===== src/pkg/srseq_pkg.sv =====
// constants and types shared by the shutter readout sequencer
package srseq_pkg;
  localparam int CLK_NS    = 40;
  localparam int ROW_NS    = 10000;
  localparam int XFER_NS   = 2000;
  localparam int ROW_CYC   = (ROW_NS + CLK_NS - 1) / CLK_NS;
  localparam int XFER_CYC  = (XFER_NS + CLK_NS - 1) / CLK_NS;
  localparam int ROWS      = 1080;
  localparam int ROW_W     = 11;
  localparam int CNT_W     = 8;
  localparam int XFER_W    = 6;
  localparam int EXP_W     = 16;
  localparam int CMD_W     = 14;
  localparam int FIFO_DEPTH = 8;
  localparam logic [ROW_W-1:0]  ROW_FIRST = 11'h000;
  localparam logic [ROW_W-1:0]  ROW_LAST  = ROW_W'(ROWS - 1);
  localparam logic [CNT_W-1:0]  CNT_ZERO  = 8'h00;
  localparam logic [CNT_W-1:0]  ROW_TOP   = CNT_W'(ROW_CYC - 1);
  localparam logic [CNT_W-1:0]  EV_START  = 8'h00;
  localparam logic [CNT_W-1:0]  EV_READ   = 8'h01;
  localparam logic [XFER_W-1:0] XFER_ZERO = 6'h00;
  localparam logic [XFER_W-1:0] XFER_TOP  = XFER_W'(XFER_CYC - 1);
  localparam logic [EXP_W-1:0]  EXP_ZERO  = 16'h0000;
  localparam logic [EXP_W-1:0]  EXP_MAX   = 16'hffff;

  // command kinds sent to the row drivers
  typedef enum logic [1:0] {
    K_START = 2'h0,
    K_RSIG  = 2'h1,
    K_RREF  = 2'h2,
    K_RSUB  = 2'h3
  } srseq_kind_t;

  // gray along idle-gexp-gxfer-gread, idle-roll
  typedef enum logic [2:0] {
    S_IDLE  = 3'h0,
    S_GEXP  = 3'h1,
    S_GXFER = 3'h3,
    S_GREAD = 3'h2,
    S_ROLL  = 3'h4
  } srseq_state_t;
endpackage : srseq_pkg


===== src/hdl/srseq_seq.sv =====
// rolling and global shutter sequencer for a split-array sensor
// Overview of operation
// - both halves are swept together by one row offset, from the centre row out to the edge.
// - in rolling mode a start wave switches each row in turn from clean to exposing.
// - in rolling mode a readout wave follows in the same order so every row gets equal exposure.
// - each wave steps one row every ten microseconds of clock time.
// - in continuous rolling each row starts its next exposure as its readout ends.
// - at full rate the readout wave restarts at the centre as soon as it reaches the edge.
// - in global mode all pixels are held clean until the exposure begins.
// - in global mode all pixels start exposing together and transfer charge together.
// - in global overlap mode the next exposure runs while the last one is read out.
// - global mode adds a reference readout to every signal readout, halving the frame rate.
// - rolling or global is chosen by the user; a rolling-only variant never enters global.
// - the global charge transfer lasts two microseconds, the least gap between exposures.
// - in global mode the reference frame is read first, then the signal frame to subtract.
`timescale 1ns/1ns
module srseq_seq
  import srseq_pkg::*;
#(
  parameter bit HAS_GLOBAL = 1'b1
) (
  input  wire logic             clock_in,
  input  wire logic             reset_n_in,
  input  wire logic             acq_run_in,
  input  wire logic             global_sel_in,
  input  wire logic             overlap_in,
  input  wire logic             continuous_in,
  input  wire logic [EXP_W-1:0] exp_rows_in,
  input  wire logic             cmd_ready_in,
  output logic                  cmd_valid_out,
  output logic [CMD_W-1:0]      cmd_data_out,
  output logic                  global_clean_out,
  output logic                  global_expose_out,
  output logic                  global_xfer_out,
  output logic                  busy_out,
  output logic                  mode_global_out
);
  srseq_state_t      state_q;
  logic              mode_q;
  logic              ovl_q;
  logic              cont_q;
  logic [CNT_W-1:0]  cnt_q;
  logic              in_ready;
  logic              exp_run_q;
  logic [ROW_W-1:0]  exp_ptr_q;
  logic              exp_pend_q;
  logic [EXP_W-1:0]  exp_cnt_q;
  logic              rd_run_q;
  logic [ROW_W-1:0]  rd_ptr_q;
  srseq_kind_t       rd_kind_q;
  logic              reexp_q;
  logic              ovl_exp_q;
  logic [XFER_W-1:0] xfer_cnt_q;
  logic              tick_s;
  logic              tick_r;
  logic              start_ev;
  logic              rd_ev;
  logic              rd_last;
  logic              exp_done;
  logic              launch;
  logic              g_expose;
  logic              g_go_xfer;
  logic              g_go_read;
  logic              sel_global;
  logic              wr_valid;
  logic [CMD_W-1:0]  wr_data;

  // the row timer freezes on back-pressure so no command is dropped
  assign tick_s     = in_ready && (cnt_q == EV_START);
  assign tick_r     = in_ready && (cnt_q == EV_READ);
  assign exp_done   = (exp_cnt_q >= exp_rows_in);
  assign start_ev   = tick_s && exp_run_q && (state_q == S_ROLL);
  assign rd_ev      = tick_r && rd_run_q;
  assign rd_last    = rd_ev && (rd_ptr_q == ROW_LAST);
  assign launch     = tick_s && (state_q == S_ROLL) && exp_pend_q && !rd_run_q && exp_done;
  assign g_expose   = (state_q == S_GEXP) || ((state_q == S_GREAD) && ovl_exp_q);
  assign g_go_xfer  = (state_q == S_GEXP) && tick_s && exp_done;
  assign g_go_read  = (state_q == S_GXFER) && (xfer_cnt_q == XFER_TOP);
  assign sel_global = global_sel_in && HAS_GLOBAL;
  assign wr_valid   = start_ev || rd_ev;
  assign wr_data    = start_ev ? {1'b0, K_START, exp_ptr_q} : {reexp_q, rd_kind_q, rd_ptr_q};

  always_ff @(posedge clock_in) begin
    if (!reset_n_in) begin
      cnt_q <= CNT_ZERO;
    end else if (in_ready) begin
      cnt_q <= (cnt_q == ROW_TOP) ? CNT_ZERO : cnt_q + 1'b1;
    end
  end

  // mode bits are only sampled in idle, so a sweep never changes mode midway
  always_ff @(posedge clock_in) begin
    if (!reset_n_in) begin
      state_q <= S_IDLE;
      mode_q  <= 1'b0;
      ovl_q   <= 1'b0;
      cont_q  <= 1'b0;
    end else begin
      case (state_q)
        S_IDLE: begin
          mode_q <= sel_global;
          ovl_q  <= overlap_in;
          cont_q <= continuous_in;
          if (acq_run_in) begin
            state_q <= sel_global ? S_GEXP : S_ROLL;
          end
        end
        S_ROLL: begin
          if (!exp_run_q && !exp_pend_q && !rd_run_q) begin
            state_q <= S_IDLE;
          end
        end
        S_GEXP: begin
          if (g_go_xfer) begin
            state_q <= S_GXFER;
          end
        end
        S_GXFER: begin
          if (g_go_read) begin
            state_q <= S_GREAD;
          end
        end
        S_GREAD: begin
          if (rd_last && (rd_kind_q == K_RSUB)) begin
            state_q <= ovl_exp_q ? S_GEXP : S_IDLE;
          end
        end
        default: begin
          state_q <= S_IDLE;
        end
      endcase
    end
  end

  // start wave of the first rolling exposure
  always_ff @(posedge clock_in) begin
    if (!reset_n_in) begin
      exp_run_q <= 1'b0;
      exp_ptr_q <= ROW_FIRST;
    end else if ((state_q == S_IDLE) && acq_run_in && !sel_global) begin
      exp_run_q <= 1'b1;
      exp_ptr_q <= ROW_FIRST;
    end else if (start_ev) begin
      exp_run_q <= (exp_ptr_q != ROW_LAST);
      exp_ptr_q <= exp_ptr_q + 1'b1;
    end
  end

  // exposure length counted in row periods
  always_ff @(posedge clock_in) begin
    if (!reset_n_in) begin
      exp_cnt_q  <= EXP_ZERO;
      exp_pend_q <= 1'b0;
    end else if (state_q == S_IDLE) begin
      exp_cnt_q  <= EXP_ZERO;
      exp_pend_q <= acq_run_in && !sel_global;
    end else if (launch || g_go_xfer) begin
      exp_cnt_q  <= EXP_ZERO;
      exp_pend_q <= cont_q && acq_run_in && launch;
    end else if (tick_s && (exp_pend_q || g_expose) && (exp_cnt_q != EXP_MAX)) begin
      exp_cnt_q <= exp_cnt_q + 1'b1;
    end
  end

  // shared readout sweep, reference then subtracted signal in global mode
  always_ff @(posedge clock_in) begin
    if (!reset_n_in) begin
      rd_run_q  <= 1'b0;
      rd_ptr_q  <= ROW_FIRST;
      rd_kind_q <= K_RSIG;
      reexp_q   <= 1'b0;
      ovl_exp_q <= 1'b0;
    end else if (launch) begin
      rd_run_q  <= 1'b1;
      rd_ptr_q  <= ROW_FIRST;
      rd_kind_q <= K_RSIG;
      reexp_q   <= cont_q && acq_run_in;
    end else if (g_go_read) begin
      rd_run_q  <= 1'b1;
      rd_ptr_q  <= ROW_FIRST;
      rd_kind_q <= K_RREF;
      reexp_q   <= 1'b0;
      ovl_exp_q <= ovl_q && acq_run_in;
    end else if (rd_ev) begin
      rd_ptr_q <= rd_last ? ROW_FIRST : rd_ptr_q + 1'b1;
      if (rd_last) begin
        rd_run_q  <= (rd_kind_q == K_RREF);
        rd_kind_q <= (rd_kind_q == K_RREF) ? K_RSUB : rd_kind_q;
      end
    end
  end

  always_ff @(posedge clock_in) begin
    if (!reset_n_in) begin
      xfer_cnt_q <= XFER_ZERO;
    end else if (state_q == S_GXFER) begin
      xfer_cnt_q <= xfer_cnt_q + 1'b1;
    end else begin
      xfer_cnt_q <= XFER_ZERO;
    end
  end

  // array-wide levels follow the state one cycle later
  always_ff @(posedge clock_in) begin
    if (!reset_n_in) begin
      global_clean_out  <= 1'b0;
      global_expose_out <= 1'b0;
      global_xfer_out   <= 1'b0;
      busy_out          <= 1'b0;
      mode_global_out   <= 1'b0;
    end else begin
      global_clean_out  <= (state_q == S_IDLE) ? sel_global
                         : (mode_q && !g_expose && (state_q != S_GXFER));
      global_expose_out <= g_expose;
      global_xfer_out   <= (state_q == S_GXFER);
      busy_out          <= (state_q != S_IDLE);
      mode_global_out   <= mode_q;
    end
  end

  srseq_fifo #(
    .W     (CMD_W),
    .DEPTH (FIFO_DEPTH)
  ) u_fifo (
    .clock_in      (clock_in),
    .reset_n_in    (reset_n_in),
    .in_valid_in   (wr_valid),
    .in_data_in    (wr_data),
    .in_ready_out  (in_ready),
    .out_valid_out (cmd_valid_out),
    .out_data_out  (cmd_data_out),
    .out_ready_in  (cmd_ready_in)
  );
endmodule : srseq_seq


===== src/hdl/srseq_fifo.sv =====
// command fifo with registered read side
`timescale 1ns/1ns
module srseq_fifo #(
  parameter int W     = 14,
  parameter int DEPTH = 8
) (
  input  wire logic         clock_in,
  input  wire logic         reset_n_in,
  input  wire logic         in_valid_in,
  input  wire logic [W-1:0] in_data_in,
  output logic              in_ready_out,
  output logic              out_valid_out,
  output logic [W-1:0]      out_data_out,
  input  wire logic         out_ready_in
);
  localparam int AW = $clog2(DEPTH);
  localparam logic [AW:0] FULL = (AW+1)'(DEPTH);

  logic [W-1:0]  mem_q [DEPTH];
  logic [AW-1:0] wp_q;
  logic [AW-1:0] rp_q;
  logic [AW:0]   cnt_q;
  logic          wr;
  logic          rd;

  assign in_ready_out = (cnt_q != FULL);
  assign wr = in_valid_in && in_ready_out;
  assign rd = (cnt_q != '0) && (!out_valid_out || out_ready_in);

  always_ff @(posedge clock_in) begin
    if (wr) begin
      mem_q[wp_q] <= in_data_in;
    end
  end

  always_ff @(posedge clock_in) begin
    if (!reset_n_in) begin
      wp_q  <= '0;
      rp_q  <= '0;
      cnt_q <= '0;
    end else begin
      if (wr) begin
        wp_q <= wp_q + 1'b1;
      end
      if (rd) begin
        rp_q <= rp_q + 1'b1;
      end
      cnt_q <= cnt_q + (AW+1)'(wr) - (AW+1)'(rd);
    end
  end

  // output stage stalls while the drivers hold ready low
  always_ff @(posedge clock_in) begin
    if (!reset_n_in) begin
      out_valid_out <= 1'b0;
      out_data_out  <= '0;
    end else if (rd) begin
      out_valid_out <= 1'b1;
      out_data_out  <= mem_q[rp_q];
    end else if (out_ready_in) begin
      out_valid_out <= 1'b0;
    end
  end
endmodule : srseq_fifo


===== config.mk =====
export PLATFORM = sky130hd
export DESIGN_NAME = srseq_seq
export DESIGN_NICKNAME = d
export VERILOG_FILES = /design/src/pkg/srseq_pkg.sv /design/src/hdl/srseq_seq.sv /design/src/hdl/srseq_fifo.sv
export SDC_FILE = /design/constraint.sdc
export NUM_CORES = 1
export LEC_CHECK = 0
export BUFFER_PORTS_ARGS = -buffer_cell sky130_fd_sc_hd__buf_4
export CELL_PAD_IN_SITES_DETAIL_PLACEMENT = 0
export CELL_PAD_IN_SITES_GLOBAL_PLACEMENT = 1
export CORE_AREA = 2 2 164 166
export CTS_CLUSTER_DIAMETER = 100
export DETAILED_ROUTE_END_ITERATION = 8
export DIE_AREA = 0 0 166 168
export PLACE_DENSITY = 0.69
export SLEW_MARGIN = 30
export SYNTH_ARGS = -nofsm -noshare
export SYNTH_HDL_FRONTEND = slang
export SYNTH_SLANG_ARGS = --single-unit

===== constraint.sdc =====
create_clock -name clock_in -period 4 [get_ports clock_in]
set_input_delay 0.8 -clock clock_in [delete_from_list [all_inputs] [get_ports clock_in]]
set_output_delay 0.8 -clock clock_in [all_outputs]
set_load 0.005 [all_outputs]

==> results_dict.tcl, run 1 <==
set metrics [dict create \
    synth_simple_gate_area_share_pct 14.9 \
    cp_data_arrival_time_ns 3.36 \
    num_vias 5735 \
    crit_path_start_kind "flop" \
    clock-sinks 207 \
    ant_nets 0 \
    ys_seq_elements 207 \
    slew_viol_final 0 \
    drt_iter0_markers 401 \
    reg2reg_slack_ns 0.86 \
    viasPerCell 4.93 \
    gr-usage-all-layers_pct 13.5 \
    grt_use_met3_pct 2.19 \
    finalWirelength_mm 18.6 \
    synth_warnings 0 \
    whs_path_depth 1 \
    fin_crit_ns 3.14 \
    grt_pass1_vias 5751 \
    synth-edff-count 112 \
    cp-endpoint "u_fifo.mem_q[7][11]" \
    ys_seq_area_share_pct 58.6 \
    syn_nets 804 \
    cpMostUsedCell "nor2_1" \
    end_kind "flop" \
    hp-start "xfer_cnt_q[0]" \
    total_power_mw 5.50 \
    avgSynthCellArea_um2 12.0 \
    core_um2 26400 \
    start_util_pct 34.1 \
    synth_ff_type "edfxtp_1" \
    gr-total-overflow 0 \
    p_sw_mw 1.44 \
    layout-drive-gt1-share_pct 16.6 \
    synth_top_family_by_area "simple AND/OR/NAND/NOR gates" \
    crit_start "cnt_q[3]" \
    post-cts-setup-buffer-count 0 \
    cts_resized 0 \
    p_per_area_nw_per_um2 524 \
    reg2reg_to "u_fifo.mem_q[7][11]" \
    path_cells "or4_4 > or3b_4 > nor2_2 > nor2_1 > inv_1 > nand2_1 > nor2_1 > buf_4" \
    grt_max_degree 34 \
    switching_share_pct 26.2 \
    grt.met1_usage_pct 18.3 \
    use_met2_pct 22.8 \
    max_stage_delay_ns 0.57 \
    antenna_cells 0 \
    cts_tree "yes" \
    p_seq_share_pct 45.5 \
    critical_path.max_fanout 9 \
    worst_pin_slew_ns 0.710 \
    cts-root-buf "clkbuf_16" \
    timing.rr.start "cnt_q[3]" \
    worst-endpoint-required_ns 4.22 \
    top_usage_layer "met2" \
    synth-compound-area-share_pct 5.38 \
    num_rows 60 \
    clk_path_buf_depth 3 \
    max_freq_mhz 318 \
    critPathKind "reg -> reg" \
    gp_congestion 0.789 \
    cpMaxStageDelayCell "or4_4" \
    path_clk_slew_ns 0.06 \
    async_flop_share_pct 0 \
    antenna_found_initial 0 \
    dieArea_um2 27900 \
    h-tree-depth 1 \
    clk-insertion-delay-late_ns 0.52 \
    reg2reg_depth 8 \
    setup_viol 0 \
    io_pins 43 \
    setup_tns_ns 0 \
    holdBufCountCts 0 \
    hold_class "reg -> reg" \
    routedWlPerCell_um 16.0 \
    numCtsBuffers 23 \
    status "complete, no violations" \
    syn-instance-count 748 \
    fin_skew_ns 0.00818 \
    fin_crit_sh_pct 78.6 \
    synth_cell_type_count 55 \
    port_buffers 42 \
    p_clk_share_pct 36.5 \
    dp_hpwl_mm 12.8 \
    synth_fa_ha_area_share_pct 4.68 \
    relSlewSlack_pct 52.6 \
    rsz0062_at_grt "no" \
    grt_pass1_wl_mm 30.7 \
    p_int_mw 4.06 \
    hold_viol 0 \
    fill_cells 2500 \
    die_x_um 166 \
    die_h_um 168 \
    area_growth_pct 17.1 \
    post-route-drc-count 0 \
    max-cap-violations 0 \
    synth_xor_area_share_pct 4.39 \
    ir_worst_vdd_mv 0.346 \
    power_frac_comb_pct 18.0 \
    synth_area_um2 8980 \
    power_leakage_nw 3.75 \
    dr.pass1.iters 7 \
    nets 863 \
    synthMuxAreaShare_pct 9.39 \
]
-- per-layer routing --
metal	share of wire (%)	wire length [um]	up-vias
met4	1.7	309	0
met3	3.9	717	18
met5	0	0	-
met1	47	8740	2785
met2	48	8850	95
li1	-	-	2837
-- critical path: cells and delay by family (launching register included) --
family,cells,cell delay (ns)
DFF,1,0.34
buffers and inverters,2,0.46
and+or+nand+nor,6,2.05
-- cells by family after synthesis --
logic type | after synthesis
and+or+nand+nor | 277
DFF | 207
AOI/OAI and AO/OA | 75
buffers and inverters | 62
muxes | 49
xor gates and xnor gates | 45
adders and majority gates | 33
-- state kept, by name (all words and copies together), names as in the netlist, 2 cells and up --
signal,flops
u_fifo.rp_q,3
rd_kind_q,2
state_q,3
xfer_cnt_q,6
exp_ptr_q,11
u_fifo.mem_q,112
u_fifo.wp_q,3
u_fifo.out_data_out,14
exp_cnt_q,16
rd_ptr_q,11
cnt_q,8
u_fifo.cnt_q,4
-- power groups by stage --
stage	sequential [mW]	combinational, mW	clock [mW]
after global placement	2.56	1.01	0
final	2.50	0.992	2.01
after floorplan	2.47	0.775	0
after CTS	2.52	1.02	2.07
after detailed placement	2.56	1.01	0
after global routing	2.54	1.12	2.15
-- cell usage after synthesis, types with 5 or more instances --
cell | count | area, um2
a211oi_1 | 14 | 105
a21oi_1 | 26 | 130
and2_1 | 5 | 31.3
and3_1 | 8 | 50.1
buf_2 | 5 | 25.0
clkbuf_1 | 19 | 71.3
dfxtp_1 | 95 | 1900
edfxtp_1 | 112 | 3360
ha_1 | 32 | 400
inv_1 | 37 | 139
mux2i_1 | 19 | 190
mux4_2 | 28 | 631
nand2_1 | 76 | 285
nand3_1 | 24 | 120
nand4_1 | 14 | 87.6
nor2_1 | 88 | 330
nor3_1 | 20 | 100
nor3b_1 | 5 | 37.5
nor4_1 | 10 | 62.6
o21ai_0 | 13 | 65.1
xnor2_1 | 29 | 254
xor2_1 | 16 | 140
-- layout make-up --
class                      count  area [um2]  area share [%]
tap                          341         427            4.06
multi-input combinational    479        3520            33.4
timing repair buffer          59         443            4.21
inverter                      37         139            1.32
sequential                   207        5270            50.1
clock inverter                 4        58.8           0.559
clock buffer                  37         658            6.26
-- worst min path at each step --
stage | end
finish | xfer_cnt_q[0]
global route | reexp_q
CTS | xfer_cnt_q[0]
detailed placement | xfer_cnt_q[0]
global placement | xfer_cnt_q[0]
floorplan | mode_global_out
-- through the flow --
step | hold slack [ns] | instances | area (um2) | utilization (%) | setup WS (ns)
2_1_floorplan | 0.429 | 748 | 8980 | - | 0.559
3_3_place_gp | 0.448 | 1123 | 9780 | 37.1 | 0.816
3_5_place_dp | 0.460 | 1123 | 9790 | 37.2 | 0.855
4_1_cts | 0.474 | 1164 | 10500 | 39.9 | 0.844
5_1_grt | 0.497 | 1164 | 10500 | 39.9 | 0.594
6_report | 0.464 | 1164 | 10500 | 39.9 | 0.856
-- layout by cell type, fill, tap and decap left out, types with 19 or more instances in the layout --
| cell type | Yosys | routed |
|---|---|---|
| mux4_2 | 28 | 28 |
| clkbuf_16 | 0 | 23 |
| dfxtp_1 | 95 | 93 |
| buf_4 | 0 | 59 |
| inv_1 | 37 | 37 |
| nand3_1 | 24 | 24 |
| nand2_1 | 76 | 76 |
| a21oi_1 | 26 | 25 |
| ha_1 | 32 | 32 |
| xnor2_1 | 29 | 29 |
| nor2_1 | 88 | 88 |
| mux2i_1 | 19 | 19 |
| edfxtp_1 | 112 | 112 |
(Power assumes the default switching activity.)
==> run 2, diff against run 1 <==
clock period = 3.28 ns   (was 4 ns; I/O delays follow)
==> run 2 against run 1 <==
Against the previous run: utilization up 0.75 points; via count shrank 0.26%; cell count is 1.1% higher; clock skew increased by 0.0058 ns; sequential cell count unchanged; maximum frequency increased by 12%; non-clock buffer count grew 10; sequential share of layout area down 0.94 points; first-iteration DRC count is 26% lower; die area is the same; worst hold slack worse by 0.058 ns.
==> results_dict.tcl, run 2 (synthesized netlist as in run 1, its figures left out) <==
set metrics [dict create \
    dieArea_um2 27900 \
    layout_common_cells "112 x edfxtp_1, 93 x dfxtp_1, 88 x nor2_1" \
    antenna_found_initial 0 \
    num_vias 5720 \
    end_kind "flop" \
    io_pins 43 \
    drt_iter0_markers 295 \
    viasPerCell 4.86 \
    clock-sinks 207 \
    grt_pass1_vias 5713 \
    max_freq_mhz 355 \
    hp-start "overlap_in" \
    layout-drive-gt1-share_pct 19.1 \
    area_growth_pct 19.3 \
    cts_tree "yes" \
    dr.pass1.iters 4 \
    critPathKind "reg -> reg" \
    fin_cells 1177 \
    critical_path.max_fanout 5 \
    post-route-util_pct 40.6 \
    status "complete, no violations" \
    hold_viol 0 \
    place_ws_ns 0.397 \
    timing.rr.start "u_fifo.cnt_q[2]" \
    max-cap-violations 0 \
    slew_viol_final 0 \
    relSlewSlack_pct 35.8 \
    antenna_cells 0 \
    crit_path_start_kind "flop" \
    clk_path_buf_depth 3 \
    post-cts-setup-buffer-count 0 \
    holdBufCountCts 0 \
    place_area_um2 9910 \
    grt_max_degree 33 \
    hold_class "in -> reg" \
    clk-insertion-delay-late_ns 0.50 \
    die_h_um 168 \
    regMostFlops "u_fifo.mem_q" \
    dp_hpwl_mm 13.0 \
    hold_slack_ns 0.406 \
    fin_skew_ns 0.0139 \
    port_buffers 42 \
    grt_pass1_wl_mm 30.6 \
    path_clk_slew_ns 0.06 \
    gp_congestion 0.772 \
    rsz0062_at_grt "no" \
    worst_pin_slew_ns 0.954 \
    worst_slack_ns 0.464 \
    cts_resized 0 \
    ant_nets 0 \
    dp_cells 1133 \
    final_common_cell "edfxtp_1" \
    post-route-drc-count 0 \
    fin_crit_sh_pct 85.8 \
    fin_area_um2 10700 \
    cp_data_arrival_time_ns 3.25 \
    fin_crit_ns 2.82 \
    nets 874 \
    routedWlPerCell_um 16.1 \
    worst-endpoint-required_ns 3.71 \
    h-tree-depth 1 \
    ir_worst_vdd_mv 0.586 \
    finalWirelength_mm 18.9 \
    crit_start "u_fifo.cnt_q[2]" \
    setup_viol 0 \
    die_x_um 166 \
    start_util_pct 34.1 \
    gr-total-overflow 0 \
    largest_reg_flops 112 \
    gr-usage-all-layers_pct 13.5 \
    core_um2 26400 \
    num_rows 60 \
    numCtsBuffers 24 \
    p_per_area_nw_per_um2 647 \
    power_leakage_nw 3.70 \
    cts-root-buf "clkbuf_16" \
    top_regs "u_fifo.mem_q (112), exp_cnt_q (16), u_fifo.out_data_out (14)" \
]
[run 2: cell count changes in the layout (fill, tap and decap cells not counted), sizes merged]
cell	delta
clkbuf	-3
bufinv	-1
clkinv	+5
inv	-1
clkinvlp	+3
buf	+10
[run 2: layer usage]
metal	GRT usage [%]	routed length, um	share of wire [%]	up-vias
li1	-	-	-	2855
met1	17.9	8730	46	2754
met2	23.4	9190	49	89
met3	2.02	675	3.6	22
met4	3.33	298	1.6	0
met5	0	0	0	-
[run 2: worst max-delay path: stages (launching register included)]
cell	delay [ns]
dfxtp_1	0.29
inv_1	0.09
ha_1	0.16
or3b_2	0.51
nand3b_1	0.17
nor2_2	0.07
nor2_1	0.41
inv_1	0.20
ha_1	0.26
inv_1	0.07
fa_1	0.40
nor2_1	0.11
[run 2: layout make-up]
cell class | count | area (um2)
Inverter | 37 | 139
Clock buffer | 34 | 739
Sequential cell | 207 | 5270
Timing Repair Buffer | 69 | 556
Tap cell | 341 | 427
Multi-Input combinational cell | 479 | 3520
Fill cell | 2491 | 15600
Clock inverter | 10 | 61.3
[run 2: final timing paths]
path / end / slack, ns / cells past startpoint
worst max-delay path: u_fifo.cnt_q[1] / 0.46 / 11
worst min-delay path: ovl_q / 0.41 / 3
worst max register to register: u_fifo.cnt_q[1] / 0.46 / 11
worst min register to register: xfer_cnt_q[0] / 0.47 / 1
[run 2: per-stage QoR]
stage | power, mW | setup TNS [ns]
2_1_floorplan | 3.96 | -0.192
3_3_place_gp | 4.41 | 0
3_5_place_dp | 4.42 | 0
4_1_cts | 7.04 | 0
5_1_grt | 7.28 | 0
6_report | 6.93 | 0
[run 2: power breakdown]
part	switching (mW)	internal, mW	total (mW)
combinational	0.637	0.677	1.31
sequential	0.150	2.86	3.01
clock	1.03	1.57	2.60
total	1.82	5.11	6.93
==> run 3, diff against run 2 <==
ABC_AREA = 1   (was default)
CORE_AREA = 2 2 167 169   (was 2 2 164 166)
DIE_AREA = 0 0 169 171   (was 0 0 166 168)
PLACE_DENSITY = 0.71   (was 0.69)
==> run 3 against run 2 <==
Against the previous run: utilization fell by 0.56 points; global-route usage increased by 1.1 points; largest cell class unchanged; cell count up 20%; sequential power barely moved; synthesized area increased by 4.2%; largest power group unchanged; setup slack better by 0.27 ns; highest routed layer unchanged; critical path type unchanged.
==> results_dict.tcl, run 3 <==
set metrics [dict create \
    ys_seq_elements 207 \
    worst-endpoint-required_ns 3.49 \
    avgSynthCellArea_um2 9.43 \
    setup_tns_ns 0 \
    syn-instance-count 992 \
    clock-sinks 207 \
    drt_iter0_markers 512 \
    crit_path_start_kind "flop" \
    holdBufCountCts 0 \
    synthTopCellsByArea "edfxtp_1 36%, dfxtp_1 20%, nor2_1 5.5%, nand2_1 5.1%, inv_1 4.4%" \
    ys_seq_area_share_pct 56.3 \
    grt_pass1_vias 6508 \
    dr.pass1.iters 7 \
    max_stage_delay_ns 0.43 \
    synth.top_cells.by_count "136 x nor2_1, 126 x nand2_1, 112 x edfxtp_1" \
    num_rows 61 \
    viasPerCell 4.89 \
    post-route-drc-count 0 \
    fin_crit_ns 2.54 \
    max_freq_mhz 393 \
    yosysMostFrequentCell "nor2_1" \
    p_per_area_nw_per_um2 683 \
    routedWlPerCell_um 15.1 \
    whs_path_depth 3 \
    finalWirelength_mm 21.2 \
    synth_largest_area_cell "edfxtp_1" \
    grt_pass1_wl_mm 33.7 \
    power_leakage_nw 4.16 \
    dieArea_um2 28900 \
    status "complete, no violations" \
    worst_pin_slew_ns 0.952 \
    fill_cells 2719 \
    cp_data_arrival_time_ns 2.75 \
    fin_area_um2 10900 \
    final_common_cell "nor2_1" \
    antenna_cells 0 \
    cts_tree "yes" \
    async_flop_share_pct 0 \
    reg2reg_slack_ns 0.74 \
    dp_hpwl_mm 14.7 \
    h-tree-depth 1 \
    netlist.area_leader.share_pct 36.0 \
    syn_nets 1048 \
    critPathKind "reg -> reg" \
    die_h_um 171 \
    path_clk_slew_ns 0.06 \
    start_util_pct 34.2 \
    reg2reg_to "u_fifo.mem_q[4][10]" \
    top_regs "u_fifo.mem_q (112), exp_cnt_q (16), u_fifo.out_data_out (14)" \
    cts_resized 0 \
    num_vias 6881 \
    cts-root-buf "clkbuf_16" \
    area_growth_pct 17.1 \
    critical_path.max_fanout 10 \
    grt_max_degree 57 \
    clk_path_buf_depth 3 \
    antenna_found_initial 0 \
    hp-start "continuous_in" \
    core_um2 27300 \
    synth_area_um2 9350 \
    max-cap-violations 0 \
    slew_viol_final 0 \
    relSlewSlack_pct 36.4 \
    largest_reg_flops 112 \
    port_buffers 42 \
    synth-edff-count 112 \
    setup_viol 0 \
    reg2reg_depth 10 \
    post-cts-setup-buffer-count 0 \
    path_cells "inv_1 > ha_1 > nand2_2 > nand3_4 > nor2_4 > inv_1 > nand2_2 > nand2_1 > nor3_2 > buf_4" \
    synth_warnings 0 \
    gp_congestion 0.800 \
    regMostFlops "u_fifo.mem_q" \
    nets 1100 \
    synth_ff_type "edfxtp_1" \
    cpMaxStageDelayCell "nor3_2" \
    fin_skew_ns 0.0212 \
    gr-usage-all-layers_pct 14.6 \
    ant_nets 0 \
    rsz0062_at_grt "no" \
    place_area_um2 10200 \
    layout_common_cells "136 x nor2_1, 126 x nand2_1, 112 x edfxtp_1" \
    layout-drive-gt1-share_pct 13.1 \
    die_x_um 169 \
    synth_cell_type_count 51 \
    end_kind "flop" \
    hold_end "cont_q" \
    numCtsBuffers 24 \
    fin_crit_sh_pct 77.5 \
    ir_worst_vdd_mv 0.301 \
    timing.rr.start "u_fifo.cnt_q[2]" \
    gr-total-overflow 0 \
    hold_class "in -> reg" \
    clk-insertion-delay-late_ns 0.52 \
    hold_viol 0 \
    io_pins 43 \
]
run 3: through the flow:
stage	hold WS (ns)	setup slack [ns]	util (%)	std cells	power, mW
after floorplan	0.407	0.431	-	992	4.34
after global placement	0.428	0.658	37.2	1364	4.93
after detailed placement	0.440	0.603	37.2	1364	4.95
after CTS	0.372	0.667	40.1	1408	7.57
after global routing	0.382	0.553	40.1	1408	7.91
final	0.386	0.737	40.1	1408	7.48
run 3: worst max-delay path, delay by kind of cell (launching register included):
kind	cells	cell delay, ns
simple gates	6	1.23
buf+inv	3	0.48
fa+ha+maj	1	0.21
flops	1	0.30
run 3: cells by family (layout without fill, tap and decap cells):
family	count (synthesis)	count (layout)	share of synthesized area (%)
simple gates	378	378	18.8
compound gates	207	207	12.7
flops	207	207	56.3
buf+inv	151	221	6.22
fa+ha+maj	33	33	4.49
xor+xnor	16	16	1.50
run 3: final cells by class:
cell class | instances | area [um2] | area share (%)
clock buffer | 31 | 657 | 6.00
clock inverter | 13 | 126 | 1.15
inverter | 117 | 439 | 4.01
multi-input combinational | 634 | 3540 | 32.3
sequential | 207 | 5270 | 48.1
tap | 346 | 433 | 3.95
timing repair buffer | 60 | 488 | 4.46
run 3: per-layer routing:
metal,up-vias,share of wire (%),global-route usage [%]
met2,117,48,26.0
met1,3223,45,18.4
li1,3506,-,-
met4,0,2.7,4.38
met5,-,0,0
met3,35,3.5,2.15
run 3: worst max path at each step:
stage | startpoint | endpoint | slack [ns] | depth (start not counted)
final | u_fifo.cnt_q[2] | u_fifo.mem_q[4][10] | 0.74 | 10
after CTS | u_fifo.cnt_q[2] | u_fifo.mem_q[4][10] | 0.67 | 10
after floorplan | u_fifo.cnt_q[2] | u_fifo.mem_q[3][0] | 0.43 | 11
after detailed placement | exp_rows_in[7] | rd_ptr_q[10] | 0.60 | 13
after global routing | u_fifo.cnt_q[2] | u_fifo.mem_q[4][10] | 0.55 | 10
after global placement | exp_rows_in[7] | rd_ptr_q[10] | 0.66 | 13
run 3: report_power, final:
group          switching [mW]  leakage [nW]  total (mW)  internal [mW]
sequential              0.127          1.89        3.02           2.89
clock                    1.03         0.389        2.60           1.57
combinational            1.18          1.89        1.86          0.677
